==> src/hdl/oar_pkg.sv <==
/*
  oar_pkg: shared constants and carrier types for the operand addressing
  and repeat control block.
  assumes: included before every other design file of the block.
*/
package oar_pkg;

  // address and field widths
  localparam int ADDR_W      = 16;  // data-memory address width
  localparam int PAGE_W      = 9;   // data page pointer width
  localparam int OFFS_W      = 7;   // direct offset carried in the opcode
  localparam int NUM_AR      = 8;   // auxiliary address registers
  localparam int ARP_W       = 3;   // auxiliary register pointer width
  localparam int SHORT_IMM_W = 8;   // short immediate field width
  localparam int RPT_W       = 16;  // repeat counter width

  // reset values
  localparam logic [RPT_W-1:0]  RPT_RST  = 16'h0000;
  localparam logic [PAGE_W-1:0] PAGE_RST = 9'h000;
  localparam logic [ARP_W-1:0]  ARP_RST  = 3'h0;
  localparam logic [ADDR_W-1:0] AR_RST   = 16'h0000;

  // extra cycles added when a data operand lives off chip
  localparam logic [2:0] EXT_WAIT_DEF = 3'h1;

  // operand addressing modes
  typedef enum logic [2:0] {
    MODE_DIRECT   = 3'h0,
    MODE_INDIRECT = 3'h1,
    MODE_SHORTIMM = 3'h2,
    MODE_LONGIMM  = 3'h3,
    MODE_REGISTER = 3'h4
  } oar_mode_type;

  // indirect update kinds
  typedef enum logic [2:0] {
    UPD_NONE    = 3'h0,
    UPD_INC     = 3'h1,
    UPD_DEC     = 3'h2,
    UPD_ADD0    = 3'h3,
    UPD_SUB0    = 3'h4,
    UPD_BRV_INC = 3'h5,
    UPD_BRV_DEC = 3'h6
  } oar_update_type;

  // one decoded instruction from the fetch path
  typedef struct packed {
    oar_mode_type       mode;
    oar_update_type     update;
    logic               loadArp;    // load pointer after the access
    logic [ARP_W-1:0]   nextArp;
    logic [OFFS_W-1:0]  offset;     // direct low address bits
    logic [SHORT_IMM_W-1:0] shortImm;
    logic [ARP_W-1:0]   regSel;     // register-mode source
    logic               isRepeat;   // repeat instruction
    logic               multiCycle; // normally multicycle
  } oar_instr_type;

  // operand request toward data memory
  typedef struct packed {
    logic              valid;
    logic [ADDR_W-1:0] addr;
    logic              isImm;
    logic [ADDR_W-1:0] immData;
  } oar_operand_type;

endpackage : oar_pkg

==> src/hdl/oar_addr_repeat.sv <==
/*
  oar_addr_repeat: operand address generation and instruction repeat
  control for a 16-bit fixed-point signal processor core.
  assumes: decoded instructions arrive with a valid strobe and wait while
  fetchReady is low; data memory returns the repeat count on a strobe.
  the second word of a two-word instruction rides on secondWord with the
  first; the core holds off every interrupt source while irqMasked is
  high; a repeat instruction only brings a direct, indirect or short
  immediate count, any other mode would wait in load for a memory word.
*/
// Contract
// - direct address is page joined with offset
// - indirect address from selected auxiliary register
// - pointer 0 to 7 picks register
// - seven indirect update kinds supported
// - address first, then register and pointer update
// - short immediate taken from instruction field
// - long immediate is second instruction word
// - register mode reads a CPU register
// - repeat loads counter from memory or immediate
// - count N runs next instruction N+1 times
// - reset clears repeat counter
// - repeat masks all interrupts until loop ends
// - repeated multicycle instructions issue every cycle
// - next instruction prefetched during execution
// - external operand adds extra cycles, except within a repeat loop
`timescale 1ns/1ns
module oar_addr_repeat
  import oar_pkg::*;
#(
  parameter logic [2:0] EXT_WAIT = EXT_WAIT_DEF
) (
  // clock and reset
  input  wire logic                   clk,
  input  wire logic                   resetn,
  // decoded instruction from fetch
  input  wire logic                   instrValid,
  input  wire oar_instr_type          instr,
  input  wire logic [ADDR_W-1:0]      secondWord,
  input  wire logic [ADDR_W-1:0]      cpuRegs [NUM_AR],
  // data page pointer loads
  input  wire logic                   pageLoad,
  input  wire logic [PAGE_W-1:0]      pageValue,
  // data memory side
  input  wire logic                   operandExternal,
  input  wire logic                   memDataValid,
  input  wire logic [ADDR_W-1:0]      memData,
  // interrupt request from outside
  input  wire logic                   irqIn,
  // operand toward data memory and the datapath
  output oar_operand_type             operand,
  output logic [ADDR_W-1:0]           regOperand,
  // fetch and interrupt control
  output logic                        fetchReady,
  output logic                        repeatActive,
  output logic                        irqMasked,
  // visible pointer and counter state
  output logic [RPT_W-1:0]            repeatCount,
  output logic [PAGE_W-1:0]           dataPage,
  output logic [ARP_W-1:0]            arPointer
);

  // controller states
  typedef enum logic [3:0] {
    ST_IDLE  = 4'b0001,
    ST_LOAD  = 4'b0010,
    ST_LOOP  = 4'b0100,
    ST_WAIT  = 4'b1000
  } oar_state_type;

  // bit reverse helper used for both reversed update directions
  // reversing both operands turns the carry chain end for end
  function automatic logic [ADDR_W-1:0] revBits(input logic [ADDR_W-1:0] v);
    for (int i = 0; i < ADDR_W; i++) begin
      revBits[i] = v[ADDR_W-1-i];
    end
  endfunction : revBits

  // state registers
  oar_state_type          state_q, state_d;
  logic [RPT_W-1:0]       rpt_q, rpt_d;        // repeat counter
  logic [PAGE_W-1:0]      page_q, page_d;      // data page pointer
  logic [ARP_W-1:0]       arp_q, arp_d;        // aux register pointer
  logic [2:0]             wait_q, wait_d;      // external stretch count
  oar_operand_type        opnd_q, opnd_d;
  logic [ADDR_W-1:0]      regOp_q, regOp_d;
  logic                   ready_q, ready_d;
  logic                   mask_q, mask_d;      // interrupt mask
  logic                   act_q, act_d;        // repeat loop running

  // aux register file wiring
  logic                   arWrEn;
  logic [ADDR_W-1:0]      arWrData;
  logic [ADDR_W-1:0]      arCur;
  logic [ADDR_W-1:0]      arIdx;

  // read and write both follow the pointer as it stands this cycle
  oar_ar_file #(
    .DEPTH (NUM_AR),
    .WIDTH (ADDR_W)
  ) uArFile (
    .clk     (clk),
    .resetn  (resetn),
    .wrEn    (arWrEn),
    .wrSel   (arp_q),
    .wrData  (arWrData),
    .rdSel   (arp_q),
    .rdData  (arCur),
    .idxData (arIdx)
  );

  // accepted instruction this cycle
  logic take;
  assign take = instrValid && ready_q;

  // indirect post-update, computed after the address is used
  // the write lands at the next edge, after this cycle's read
  always_comb begin
    arWrEn   = take && (instr.mode == MODE_INDIRECT)
               && (instr.update != UPD_NONE);
    arWrData = arCur;
    unique case (instr.update)
      UPD_NONE:    arWrData = arCur;
      UPD_INC:     arWrData = arCur + 16'h0001;
      UPD_DEC:     arWrData = arCur - 16'h0001;
      UPD_ADD0:    arWrData = arCur + arIdx;
      UPD_SUB0:    arWrData = arCur - arIdx;
      // reverse, add, reverse back: carry runs msb toward lsb
      UPD_BRV_INC: arWrData = revBits(revBits(arCur) + revBits(arIdx));
      UPD_BRV_DEC: arWrData = revBits(revBits(arCur) - revBits(arIdx));
      default:     arWrData = arCur;  // unused encoding leaves it alone
    endcase
  end

  // operand formation, pointer, page and repeat control
  always_comb begin
    state_d = state_q;
    rpt_d   = rpt_q;
    page_d  = page_q;
    arp_d   = arp_q;
    wait_d  = wait_q;
    opnd_d  = opnd_q;
    regOp_d = regOp_q;
    ready_d = ready_q;
    mask_d  = mask_q;
    opnd_d.valid = 1'b0;
    if (pageLoad) begin
      page_d = pageValue;
    end
    unique case (state_q)
      ST_IDLE: begin
        // idle: one instruction a cycle while the next one is fetched
        ready_d = 1'b1;
        if (take) begin
          // address formed from state as it stood this cycle
          opnd_d.valid = 1'b1;
          opnd_d.isImm = 1'b0;
          unique case (instr.mode)
            MODE_DIRECT: begin
              opnd_d.addr = {page_q, instr.offset};
            end
            MODE_INDIRECT: begin
              // register as it stood before this access's update
              opnd_d.addr = arCur;
            end
            MODE_SHORTIMM: begin
              opnd_d.isImm   = 1'b1;
              opnd_d.immData = {8'h00, instr.shortImm};
            end
            MODE_LONGIMM: begin
              // second word arrives together with the first
              opnd_d.isImm   = 1'b1;
              opnd_d.immData = secondWord;
            end
            MODE_REGISTER: begin
              // no memory address needed
              opnd_d.valid = 1'b0;
              regOp_d = cpuRegs[instr.regSel];
            end
            default: begin
              opnd_d.valid = 1'b0;  // illegal mode fetches nothing
            end
          endcase
          // pointer changes only after the current access
          if (instr.mode == MODE_INDIRECT && instr.loadArp) begin
            arp_d = instr.nextArp;
          end
          // repeat: close interrupts first, then fetch the count
          if (instr.isRepeat) begin
            mask_d  = 1'b1;
            ready_d = 1'b0;
            if (instr.mode == MODE_SHORTIMM) begin
              rpt_d   = {8'h00, instr.shortImm};
              ready_d = 1'b1;
              state_d = ST_LOOP;
            end else begin
              state_d = ST_LOAD;
            end
          end else if (operandExternal &&
                       instr.mode inside {MODE_DIRECT, MODE_INDIRECT}) begin
            // off-chip operand shares the one data bus
            ready_d = 1'b0;
            wait_d  = EXT_WAIT;
            state_d = ST_WAIT;
          end
        end
      end
      ST_LOAD: begin
        // count word arrives from data memory
        if (memDataValid) begin
          // count word taken in the cycle it stands
          rpt_d   = memData;
          ready_d = 1'b1;
          state_d = ST_LOOP;
        end
      end
      ST_LOOP: begin
        // each accepted issue is one run; multicycle ops pipelined
        ready_d = 1'b1;
        if (take) begin
          // the run taken at zero is the last; interrupts reopen
          if (rpt_q == RPT_RST) begin
            mask_d  = 1'b0;
            state_d = ST_IDLE;
          end else begin
            rpt_d = rpt_q - 16'h0001;
          end
          opnd_d.valid = (instr.mode != MODE_REGISTER);
          opnd_d.isImm = 1'b0;
          opnd_d.addr  = (instr.mode == MODE_DIRECT) ?
                         {page_q, instr.offset} : arCur;
          // repeated indirect access still steps the pointer
          if (instr.mode == MODE_INDIRECT && instr.loadArp) begin
            arp_d = instr.nextArp;
          end
          // register operand refreshed on every run
          if (instr.mode == MODE_REGISTER) begin
            regOp_d = cpuRegs[instr.regSel];
          end
        end
      end
      ST_WAIT: begin
        // shared data bus: hold off the next instruction
        // a zero setting still costs one cycle
        if (wait_q == 3'h1 || wait_q == 3'h0) begin
          ready_d = 1'b1;
          state_d = ST_IDLE;
        end else begin
          wait_d = wait_q - 3'h1;
        end
      end
      default: begin
        state_d = ST_IDLE;  // recover from a corrupt code
        ready_d = 1'b1;
      end
    endcase
    // loop flag registered on its own so the output needs no decode
    act_d = (state_d == ST_LOOP) || (state_d == ST_LOAD);
  end

  // register everything; reset clears counter and pointers
  // counter and mask clear at once on reset, with no clock needed
  always_ff @(posedge clk or negedge resetn) begin
    if (!resetn) begin
      state_q <= ST_IDLE;
      rpt_q   <= RPT_RST;
      page_q  <= PAGE_RST;
      arp_q   <= ARP_RST;
      wait_q  <= 3'h0;
      opnd_q  <= '0;
      regOp_q <= 16'h0000;
      ready_q <= 1'b0;
      mask_q  <= 1'b0;
      act_q   <= 1'b0;
    end else begin
      state_q <= state_d;
      rpt_q   <= rpt_d;
      page_q  <= page_d;
      arp_q   <= arp_d;
      wait_q  <= wait_d;
      opnd_q  <= opnd_d;
      regOp_q <= regOp_d;
      ready_q <= ready_d;
      mask_q  <= mask_d;
      act_q   <= act_d;
    end
  end

  // irqIn passes through outside; the mask tells the core to hold it
  logic irqUnused;
  assign irqUnused = irqIn;

  // outputs straight from flops
  assign operand      = opnd_q;
  assign regOperand   = regOp_q;
  assign fetchReady   = ready_q;
  assign repeatActive = act_q;
  assign irqMasked    = mask_q;
  assign repeatCount  = rpt_q;
  assign dataPage     = page_q;
  assign arPointer    = arp_q;

endmodule : oar_addr_repeat

==> src/hdl/oar_ar_file.sv <==
/*
  oar_ar_file: the eight auxiliary address registers with one write port
  and a combinational read port plus the index register tap.
  assumes: single clock, asynchronous active low reset.
*/
`timescale 1ns/1ns
module oar_ar_file
  import oar_pkg::*;
#(
  parameter int DEPTH = NUM_AR,
  parameter int WIDTH = ADDR_W
) (
  // clock and reset
  input  wire logic                     clk,
  input  wire logic                     resetn,
  // write port
  input  wire logic                     wrEn,
  input  wire logic [$clog2(DEPTH)-1:0] wrSel,
  input  wire logic [WIDTH-1:0]         wrData,
  // read port
  input  wire logic [$clog2(DEPTH)-1:0] rdSel,
  output logic      [WIDTH-1:0]         rdData,
  output logic      [WIDTH-1:0]         idxData
);

  logic [WIDTH-1:0] mem_q [DEPTH];  // register storage
  logic [WIDTH-1:0] mem_d [DEPTH];

  // next value for each register
  always_comb begin
    for (int i = 0; i < DEPTH; i++) begin
      mem_d[i] = mem_q[i];
    end
    if (wrEn) begin
      mem_d[wrSel] = wrData;
    end
  end

  // write-through bypass avoided on purpose: callers read before update
  generate
    for (genvar g = 0; g < DEPTH; g++) begin : gReg
      always_ff @(posedge clk or negedge resetn) begin
        if (!resetn) begin
          mem_q[g] <= AR_RST;
        end else begin
          mem_q[g] <= mem_d[g];
        end
      end
    end
  endgenerate

  // combinational taps of the current state
  assign rdData  = mem_q[rdSel];
  assign idxData = mem_q[0];

endmodule : oar_ar_file

==> config.mk <==
export PLATFORM = sky130hd
export DESIGN_NAME = oar_addr_repeat
export DESIGN_NICKNAME = d
export VERILOG_FILES = /design/src/hdl/oar_pkg.sv /design/src/hdl/oar_addr_repeat.sv /design/src/hdl/oar_ar_file.sv
export SDC_FILE = /design/constraint.sdc
export NUM_CORES = 1
export LEC_CHECK = 0
export ABC_AREA = 1
export BUFFER_PORTS_ARGS = -buffer_cell sky130_fd_sc_hd__buf_2
export CAP_MARGIN = 20
export CORE_ASPECT_RATIO = 0.8
export CORE_MARGIN = 2
export CORE_UTILIZATION = 35
export DETAILED_ROUTE_END_ITERATION = 6
export PLACE_DENSITY = 0.61
export SLEW_MARGIN = 25
export SYNTH_ARGS = -nofsm -noshare
export SYNTH_HDL_FRONTEND = slang
export SYNTH_SLANG_ARGS = --single-unit
==> constraint.sdc <==
create_clock -name clk -period 5.3 [get_ports clk]
set_input_delay 1.06 -clock clk [delete_from_list [all_inputs] [get_ports clk]]
set_output_delay 1.06 -clock clk [all_outputs]
set_load 0.01 [all_outputs]
* Word-level counts from Yosys, hierarchy flattened
Index checks and enable logic that the tools add are counted.
** Storage, ports and cells
- Register bits :: 216
- Bits in latches :: 0
- RAM bits :: 0
- Memory bits (read-only) :: 0
- Bits of input ports :: 206
- Output and inout port bits :: 81
- Word-level logic and storage cells :: 142
- Memories kept :: 0
** Operators by class
- $add $sub $neg :: 8
- Multiply operators :: 0
- Divide/modulo/power cells :: 0
- $lt $le $gt $ge :: 3
- Equal/unequal tests :: 30
- Shift operators :: 0
- Muxes and demuxes :: 50
- Bitwise operators :: 2
- Reduce and logical (&&, ||, !) cells :: 28
** Operators by type and width (count)
- two-way mux 16 bit :: 12
- bitwise mux 128 bit :: 1
- binary-select mux 16 bit (select 3 bit) :: 2
- one-hot mux 16 bit (6 select lines) :: 1
- demux 16 bit (select 3 bit) :: 1
- one-hot mux 16 bit (3 select lines) :: 1
- one-hot mux 18 bit (2 select lines) :: 1
- two-way mux 34 bit :: 1
- one-hot mux 17 bit (2 select lines) :: 1
- adder 16 bit :: 2
- one-hot mux 16 bit (2 select lines) :: 1
- subtractor 16 x 1 -> 16 bit (second input constant) :: 2
- subtractor 16 bit :: 2
- two-way mux 4 bit :: 7
- != test 2 bit (second input constant) :: 11
- two-way mux 18 bit :: 1
- adder 16 x 1 -> 16 bit (second input constant) :: 1
- logical NOT 16 bit :: 1
- one-hot mux 4 bit (4 select lines) :: 1
- two-way mux 3 bit :: 5
- equality test 3 x 2 -> 1 bit (second input constant) :: 4
- equality test 3 bit (second input constant) :: 4
- AND reduction 3 bit :: 4
- two-way mux 1 bit :: 11
- other kinds (24) :: 43

* Longest topological paths before layout
Gate-level depths: netlist (run 1).
- Depth after elaboration :: 9
- Mapped depth :: 24
- Mapped depth without buffers :: 24

* Hierarchy
Synthesis (run 1) repeated with hierarchy kept, for this count alone.
** Second synthesis, totals
- Cells, all modules :: 2275
- Area, all modules :: 15254.6 µm²
** By module, submodules not included
- oar_addr_repeat :: times used 1, cells each 1392, area an instance 8822.2 µm², seq. area each 2203.4 µm²
- oar_ar_file :: times used 1, cells each 883, area an instance 6432.4 µm², seq. area each 3203.1 µm²

* Least setup slack after synthesis (run 1)
Ideal clock, no wire load.
- Path kind :: input to register
- Start point :: in instr[26] (netlist bit)
- End point :: reg uArFile.mem_q, in the netlist uArFile.idxData[8]
- Setup time :: 0.133 ns
- Arrival :: 3.489 ns
- Required time :: 5.167 ns
- Path slack :: 1.678 ns
- Cell stages on the path :: 17
- Buffers on the path :: 1
- Path through :: inv_2 -> nand3_1 -> nand3_1 -> clkbuf_1 -> inv_1 -> a211oi_1 -> ha_1 -> a21oi_1 -> o21a_1 -> nand2_1 -> nand2_1 -> nand2_1 -> or2_2 -> nand3_1 -> nand3b_1 -> nand2_1 -> o21ai_0
** On the way
- Word-level cells in the longest chain between the ends :: 3
- Elaborated cells on any way between the ends :: 10
- Those cells by class :: eq/ne: 6; mux: 2; reduce/logical: 2
** RTL lines
- start: declaration :: line oar_addr_repeat.sv:38 : input wire oar_instr_type instr,
- equality test 3 bit (tied with other cells) :: line oar_addr_repeat.sv:122 : unique case (instr.update)
- one-hot mux 16 bit (6 select lines) :: line oar_addr_repeat.sv:122
- bitwise mux 128 bit :: line oar_ar_file.sv:35 : mem_d[wrSel] = wrData;
- end signal: indexed assignment :: line oar_ar_file.sv:46 : mem_q[g] <= mem_d[g];
- end: declaration :: line oar_ar_file.sv:26 : logic [WIDTH-1:0] mem_q [DEPTH];
Parallel ways exist; a longest one is shown, timed or not.
A chain may end at the register's enable or synchronous reset.

* Worst setup path in the final report (run 1)
- Start point :: reg arp_q[0] (netlist: arPointer[0])
- End point :: reg uArFile.mem_q[72] (netlist bit)
** On the way
- Word-level cells in the longest chain between the ends :: 7
- Elaborated cells on any way between the ends :: 17
- Those cells by class :: add/sub: 6; order compare: 2; mux: 7; bitwise: 1; reduce/logical: 1
** RTL lines
- start: declaration :: line oar_addr_repeat.sv:83 : logic [ARP_W-1:0] arp_q, arp_d;
- start signal: assignment :: line oar_addr_repeat.sv:279 : arp_q <= arp_d;
- inverter 3 -> 4 bit (not written as such) (*) :: line oar_ar_file.sv:35, oar_ar_file.sv:53
- binary-select mux 16 bit (select 3 bit) :: line oar_ar_file.sv:53 : assign rdData = mem_q[rdSel];
- two-way mux 16 bit (not written as such) (2 in a row) :: line oar_ar_file.sv:53
- subtractor 16 bit (tied with other cells) :: line oar_addr_repeat.sv:130 : UPD_BRV_DEC: arWrData = revBits(revBits(arCur) - revBits(arIdx));
- one-hot mux 16 bit (6 select lines) :: line oar_addr_repeat.sv:122
- bitwise mux 128 bit (*) :: line oar_ar_file.sv:35
Mark *: on every way between the ends. The rest lies on a longest branch, timed or not. The select of a mux whose other input is x is not followed.

==> results of run 1 <==
[stage by stage]
stage | hold slack (ns) | setup WS, ns | instances
5_1_grt | 0.498 | 0.140 | 3033
6_report | 0.479 | 0.582 | 3033
3_5_place_dp | 0.465 | 0.735 | 2987
4_1_cts | 0.482 | 0.709 | 3032
3_3_place_gp | 0.462 | 0.773 | 2987
2_1_floorplan | 0.449 | 1.68 | 2210
[cells in the final DEF (no fill, tap or decap), types with 7 or more instances in the layout]
master,instances
nor2_2,8
o21bai_1,14
o21ai_1,8
inv_1,189
nor2_1,243
buf_4,30
dfrtp_1,215
buf_2,283
o32ai_1,32
a21oi_1,88
nand3b_1,9
o211ai_1,10
o21ai_0,165
a22oi_1,11
nand2_1,712
inv_2,17
nand4_1,23
clkbuf_16,25
nor3_1,17
o22ai_1,12
a21o_1,7
ha_1,51
nand3_1,166
nand3_2,7
a31oi_1,39
a221oi_1,10
[state kept, by name, indices dropped and copies added (netlist names)]
| name | flops |
|---|---|
| operand | 34 |
| fetchReady | 1 |
| state_q | 4 |
| repeatActive | 1 |
| wait_q | 3 |
| regOperand | 16 |
| irqMasked | 1 |
| repeatCount | 16 |
| dataPage | 9 |
| uArFile.idxData | 16 |
| uArFile.mem_q | 112 |
| arPointer | 3 |
[per-layer routing]
layer,vias up,share of wire [%],wire (µm)
li1,7810,-,-
met5,-,0.023,13
met4,2,3.6,2000
met3,114,8.3,4620
met1,7656,45,25000
met2,632,43,23900
[how the worst max path moves through the flow]
stage | startpoint | end | slack, ns
2_1_floorplan | instr[26] | uArFile.idxData[8]$_DFFE_PN0P_ | 1.68
3_3_place_gp | arPointer[0]$_DFFE_PN0P_ | uArFile.mem_q[54]$_DFFE_PN0P_ | 0.77
6_report | arPointer[0]$_DFFE_PN0P_ | uArFile.mem_q[72]$_DFFE_PN0P_ | 0.58
5_1_grt | arPointer[0]$_DFFE_PN0P_ | uArFile.mem_q[72]$_DFFE_PN0P_ | 0.14
4_1_cts | arPointer[0]$_DFFE_PN0P_ | uArFile.mem_q[70]$_DFFE_PN0P_ | 0.71
3_5_place_dp | arPointer[0]$_DFFE_PN0P_ | uArFile.mem_q[2]$_DFFE_PN0P_ | 0.74
[kinds of logic after synthesis]
| family | Yosys count | synth area share [%] |
|---|---|---|
| simple gates | 1220 | 34.4 |
| mux | 3 | 0.225 |
| flops | 216 | 36.1 |
| xor+xnor | 5 | 0.292 |
| compound gates | 415 | 16.5 |
| buf+inv | 297 | 7.90 |
| fa+ha+maj | 54 | 4.66 |
[worst reg2reg max path, delay by kind of cell (launching register included)]
| kind | cells | cell delay (ns) |
|---|---|---|
| compound gates | 4 | 1.04 |
| fa+ha+maj | 1 | 0.33 |
| buf+inv | 2 | 0.50 |
| flops | 1 | 0.72 |
| simple gates | 9 | 1.97 |
[layout make-up]
class	instances	area (µm²)	area share, %
multi-input cells	1697	8400	47.1
clock buffers	32	672	3.76
inverters	207	777	4.35
clock inverters	13	210	1.18
well taps	552	691	3.87
repair buffers	316	1690	9.46
flip-flops and latches	216	5410	30.3
[power breakdown]
part | internal, mW | switching (mW) | total (mW)
logic | 1.77 | 4.06 | 5.83
clock network | 1.14 | 0.734 | 1.88
registers | 2.18 | 0.433 | 2.61
==> impl_metrics.ini, run 1 <==
[status]
status = completed

[worst_setup_path]
crit_family = simple AND/OR/NAND/NOR gates
path_class = register to register
path_common_cell = nand2_1
worst-r2r-setup-slack_ns = 0.58
worst_setup_path_end_kind = register
critPathRequiredTime_ns = 5.71
startpoint_type = register
crit_slowest_cell = dfrtp_1
reg2regPathDepth = 16
cpPeakStageDelay_ns = 0.72
timing.critical_path.cells = inv_2 -> nand3_1 -> inv_2 -> a221oi_1 -> nand2_1 -> ha_1 -> a21oi_1 -> o21a_1 -> nand2_1 -> nand2_1 -> nand2_1 -> or2_2 -> nand3_1 -> nand3b_1 -> nand2_1 -> o21ai_0
critical_path_peak_fanout = 16
arrival_ns = 5.13
timing.critical_path.buf_inv = 2
path_depth = 16
rr_startpoint = arPointer[0]$_DFFE_PN0P_
r2r_end = uArFile.mem_q[72]$_DFFE_PN0P_

[floorplanning]
die_x_um = 235
num_rows = 67
die_area_mm2 = 0.0445
die_y_um = 189
core_area_mm2 = 0.0421
io-pin-count = 287
start_util_pct = 35.6

[logic_synthesis]
synth_area_mm2 = 0.0150
synth_area_leaders = dfrtp_1, nand2_1, nor2_1
synth_most_common_cell = nand2_1
synthTopCellsByCount = nand2_1, nor2_1, dfrtp_1, inv_1, nand3_1
ys_seq_area_share_pct = 36.1
syn_area_per_cell_um2 = 6.78
synthArstFlopShare_pct = 100
ys_ff_latch = 216
synth_nets = 2470
synth_edf_count = 0
synth-main-ff-cell = dfrtp_1
synth_cell_types = 56
yosys.area.top_type = dfrtp_1
synth_top_cell_area_share_pct = 35.9
yosysWarnings = 0
syn_inst = 2210

[drt]
drtIter0Drc = 1665
postRouteAntennaNets = 0
via_per_inst = 5.35
drcViolationCount = 0
totalWireLength_um = 55600
dr.pass1.iters = 6
avgRoutedWirePerCell_um = 18.3
num_vias = 16200

[clock_network]
clockRootBuffer = clkbuf_16
htree_levels = 1
clock-sinks = 216
clk_latency_ns = 0.56
cts_setup_buffers = 0
cts_tree = done
cts.path.max_buffers = 3
numCtsBuffers = 25
cts.repair.resized = 0
clk_pin_slew_ns = 0.06
cts-hold-fix-buffers = 0

[power]
ir_worst_vdd_mv = 0.256
leakagePower_nw = 9.43
p_total_mw = 10.3
cellPowerDensity_mw_per_mm2 = 578

[global_routing]
grt_max_degree = 131
track_usage_pct = 24.4
met2_usage_pct = 37.3
grt.busiest_layer = met2
grt_overflow_total = 0
antenna_found_initial = 1
grt_pass1_vias = 15400
grt_pass1_wl_um = 86100
use_met3_pct = 5.10
use_met1_pct = 34.1

[timing]
post-route-period-util_pct = 89.0
rsz0062_at_grt = false
fin_tns_setup_ns = 0
final-max-slew-violation-count = 0
hold_viol = 0
worst_clock_skew_ns = 0.0206
period_needed_ns = 4.72
maxSlewHeadroom_pct = 34.5
setup_viol = 0
worstMarginPinSlew_ns = 0.982
clock.fmax_ghz = 0.212

[finish]
final_nets = 2723
post-route-util_pct = 42.4
fin_area_mm2 = 0.0178
area_growth_pct = 19.1
fill_cells = 4380
drive_gt1_share_pct = 16.8
num_antenna_cells = 0

[hold_path]
min_path_type = primary input to asynchronous set/reset pin

[flow_run]
maxCapViolations = 0

[place]
gp_congestion = 0.974
port_buffers = 284
placed_area_mm2 = 0.0170
dpl.hpwl_um = 41800
No activity file was read; power rests on OpenSTA's default activity.
==> inputs of run 2 (changes only) <==
--- a/config.mk
+++ b/config.mk
@@ -5,7 +5,6 @@
 export SDC_FILE = /design/constraint.sdc
 export NUM_CORES = 1
 export LEC_CHECK = 0
-export ABC_AREA = 1
 export BUFFER_PORTS_ARGS = -buffer_cell sky130_fd_sc_hd__buf_2
 export CAP_MARGIN = 20
 export CORE_ASPECT_RATIO = 0.8
==> run 2 against run 1 <==
Maximum frequency decreased by 1.5%. Clock power about the same. Largest cell class unchanged. Cell count decreased by 23%. Combinational power up 13%. Die area decreased by 5.9%. Critical path depth is 1 higher. Setup slack worse by 0.074 ns. Utilization is 1.3 points higher. Sequential cell count is the same. Non-clock buffer count up 43. Via count fell by 19%. Highest routed layer is now met4. Design area decreased by 3.2%.
==> impl_metrics.ini, run 2 <==
[clock_network]
cts-hold-fix-buffers = 0
cts_setup_buffers = 0
cts.repair.resized = 0
clockRootBuffer = clkbuf_16
clk_latency_ns = 0.55
numCtsBuffers = 23
cts.path.max_buffers = 3
htree_levels = 1
clock-sinks = 216
cts_tree = done
clk_pin_slew_ns = 0.07

[worst_setup_path]
arrival_ns = 5.23
timing.critical_path.cells = buf_4 -> nor2_1 -> a221oi_1 -> o22ai_4 -> buf_4 -> inv_1 -> ha_1 -> fa_1 -> nand2b_1 -> a21oi_1 -> o21ai_0 -> a21oi_1 -> o21ai_0 -> a2111oi_2 -> buf_4 -> nor4_1 -> a211oi_1
startpoint_type = register
path_class = register to register
crit_family = compound AO/OA/AOI/OAI gates
critPathRequiredTime_ns = 5.74
cpPeakStageDelay_ns = 0.55
worst_setup_path_end_kind = register
crit_slowest_cell = dfrtp_2
timing.critical_path.buf_inv = 4
critical_path_peak_fanout = 14
path_common_cell = buf_4

[timing]
clock.fmax_ghz = 0.209
rsz0062_at_grt = false
holdWs_ns = 0.475
post-route-period-util_pct = 90.4
maxSlewHeadroom_pct = 36.5
setup_viol = 0
fin_tns_setup_ns = 0
period_needed_ns = 4.79
final-max-slew-violation-count = 0
hold_viol = 0
worstMarginPinSlew_ns = 0.950
worst_clock_skew_ns = 0.00928

[floorplanning]
io-pin-count = 287
core_area_mm2 = 0.0395
start_util_pct = 35.6
num_rows = 65
die_y_um = 183
die_area_mm2 = 0.0419
die_x_um = 228

[drt]
totalWireLength_um = 47400
dr.pass1.iters = 5
via_per_inst = 5.59
avgRoutedWirePerCell_um = 20.2
drcViolationCount = 0
num_vias = 13100
postRouteAntennaNets = 0
drtIter0Drc = 1082

[place]
port_buffers = 284
gp_congestion = 0.949
placed_cells = 2301
dpl.hpwl_um = 36400

[logic_synthesis]
synthSimpleGateAreaFrac_pct = 13.9
synth_top_family_by_area = compound AO/OA/AOI/OAI gates
synthArstFlopShare_pct = 100
ys_seq_area_share_pct = 38.4
syn_inst = 1490
synthAdderAreaFrac_pct = 5.03
synth_top_cell_area_share_pct = 38.2
yosys.area.top_type = dfrtp_1
synth_area_leaders = dfrtp_1, mux4_2, o21ai_0
yosysWarnings = 0
ys_ff_latch = 216
synth_cell_types = 79
synth_compound_area_share_pct = 21.5
synth_edf_count = 0
muxShareOfSynthArea_pct = 14.5
synth-main-ff-cell = dfrtp_1
synth_xor_area_share_pct = 2.18
synth_area_mm2 = 0.0141
synthTopCellsByCount = dfrtp_1, o21ai_0, nand2_1, nor2_1, a21oi_1
synth_most_common_cell = dfrtp_1
synth_nets = 1750
syn_area_per_cell_um2 = 9.45

[finish]
final_nets = 2051
top_register = uArFile.mem_q
largest_reg_flops = 112
final_cells = 2345
area_growth_pct = 22.7
layout_common_cells = buf_2, dfrtp_1, o21ai_0
drive_gt1_share_pct = 29.9
final_common_cell = buf_2

[global_routing]
antenna_found_initial = 3
track_usage_pct = 22.3
use_met3_pct = 4.76
grt_pass1_vias = 12600
grt_pass1_wl_um = 73400
met2_usage_pct = 34.3
grt.busiest_layer = met2
use_met1_pct = 32.0
grt_overflow_total = 0
grt_max_degree = 95

[flow_run]
maxCapViolations = 0

[hold_path]
min_path_type = register to register

[status]
status = completed

[power]
leakagePower_nw = 7.89
cellPowerDensity_mw_per_mm2 = 643
ir_worst_vdd_mv = 0.305
## run 2: cell count changes in the layout (fill, tap and decap cells not counted), moves of 27 or more
cell and delta:
nand2_1 -568, nand3_1 -142, inv_1 -134, nor2_1 -103, mux2_2 +58, mux4_2 +47
buf_4 +43, o32ai_1 -31, xnor2_1 +29, a21oi_1 +27, mux2i_1 +27
## run 2: cell families after synthesis
logic type                 Yosys count
xor gates and xnor gates            35
muxes                              136
DFF                                216
and+or+nand+nor                    431
adders and majority gates           55
buffers and inverters              141
AOI/OAI and AO/OA                  476
## run 2: layout make-up
cell class / instances / area [µm²]
multi-input cells: 1133 / 8090
clock buffers: 29 / 628
fillers: 3938 / 22200
inverters: 58 / 218
well taps: 536 / 671
flip-flops and latches: 216 / 5410
diodes: 1 / 2.50
clock inverters: 13 / 236
repair buffers: 359 / 2030
## run 2: stage by stage
step | total power [mW] | utilization, % | cell area (µm²) | worst slack, ns
after floorplan | 6.76 | - | 14100 | 0.953
after global placement | 9.04 | 41.4 | 16400 | 0.496
after detailed placement | 9.13 | 41.5 | 16400 | 0.469
after CTS | 11.0 | 43.7 | 17300 | 0.490
after global routing | 11.9 | 43.7 | 17300 | 0.173
final | 11.1 | 43.7 | 17300 | 0.507
## run 2: report_power, final
part	total (mW)	leakage (nW)	switching, mW	internal, mW
registers	2.65	2.83	0.454	2.20
logic	6.61	4.64	4.00	2.61
clock network	1.85	0.423	0.711	1.14
total	11.1	7.89	5.16	5.95
## run 2: path summary, 6_finish.rpt
path / startpoint / end / slack [ns] / depth (start not counted)
worst max register to register: arPointer[0]$_DFFE_PN0P_ / uArFile.mem_q[49]$_DFFE_PN0P_ / 0.51 / 17
min in group asynchronous: resetn / uArFile.mem_q[96]$_DFFE_PN0P_ / 0.53 / 1
max in group asynchronous: resetn / arPointer[0]$_DFFE_PN0P_ / 3.56 / 2
worst max-delay path: arPointer[0]$_DFFE_PN0P_ / uArFile.mem_q[49]$_DFFE_PN0P_ / 0.51 / 17
worst min register to register: operand[2]$_DFFE_PN0P_ / operand[2]$_DFFE_PN0P_ / 0.48 / 2
worst min-delay path: operand[2]$_DFFE_PN0P_ / operand[2]$_DFFE_PN0P_ / 0.48 / 2
## run 2: layer usage
layer / wire length (µm) / part of all wire, %
met5: 0 / 0
met4: 1020 / 2.2
met3: 3910 / 8.2
met2: 21100 / 45
met1: 21300 / 45
## run 2: worst register-to-register path, cell delays in order (launching register included)
cell and delay, ns:
dfrtp_2 0.55, buf_4 0.27, nor2_1 0.32, a221oi_1 0.20
o22ai_4 0.21, buf_4 0.18, inv_1 0.06, ha_1 0.22
fa_1 0.44, nand2b_1 0.16, a21oi_1 0.29, o21ai_0 0.28
a21oi_1 0.30, o21ai_0 0.25, a2111oi_2 0.41, buf_4 0.22
nor4_1 0.07, a211oi_1 0.27
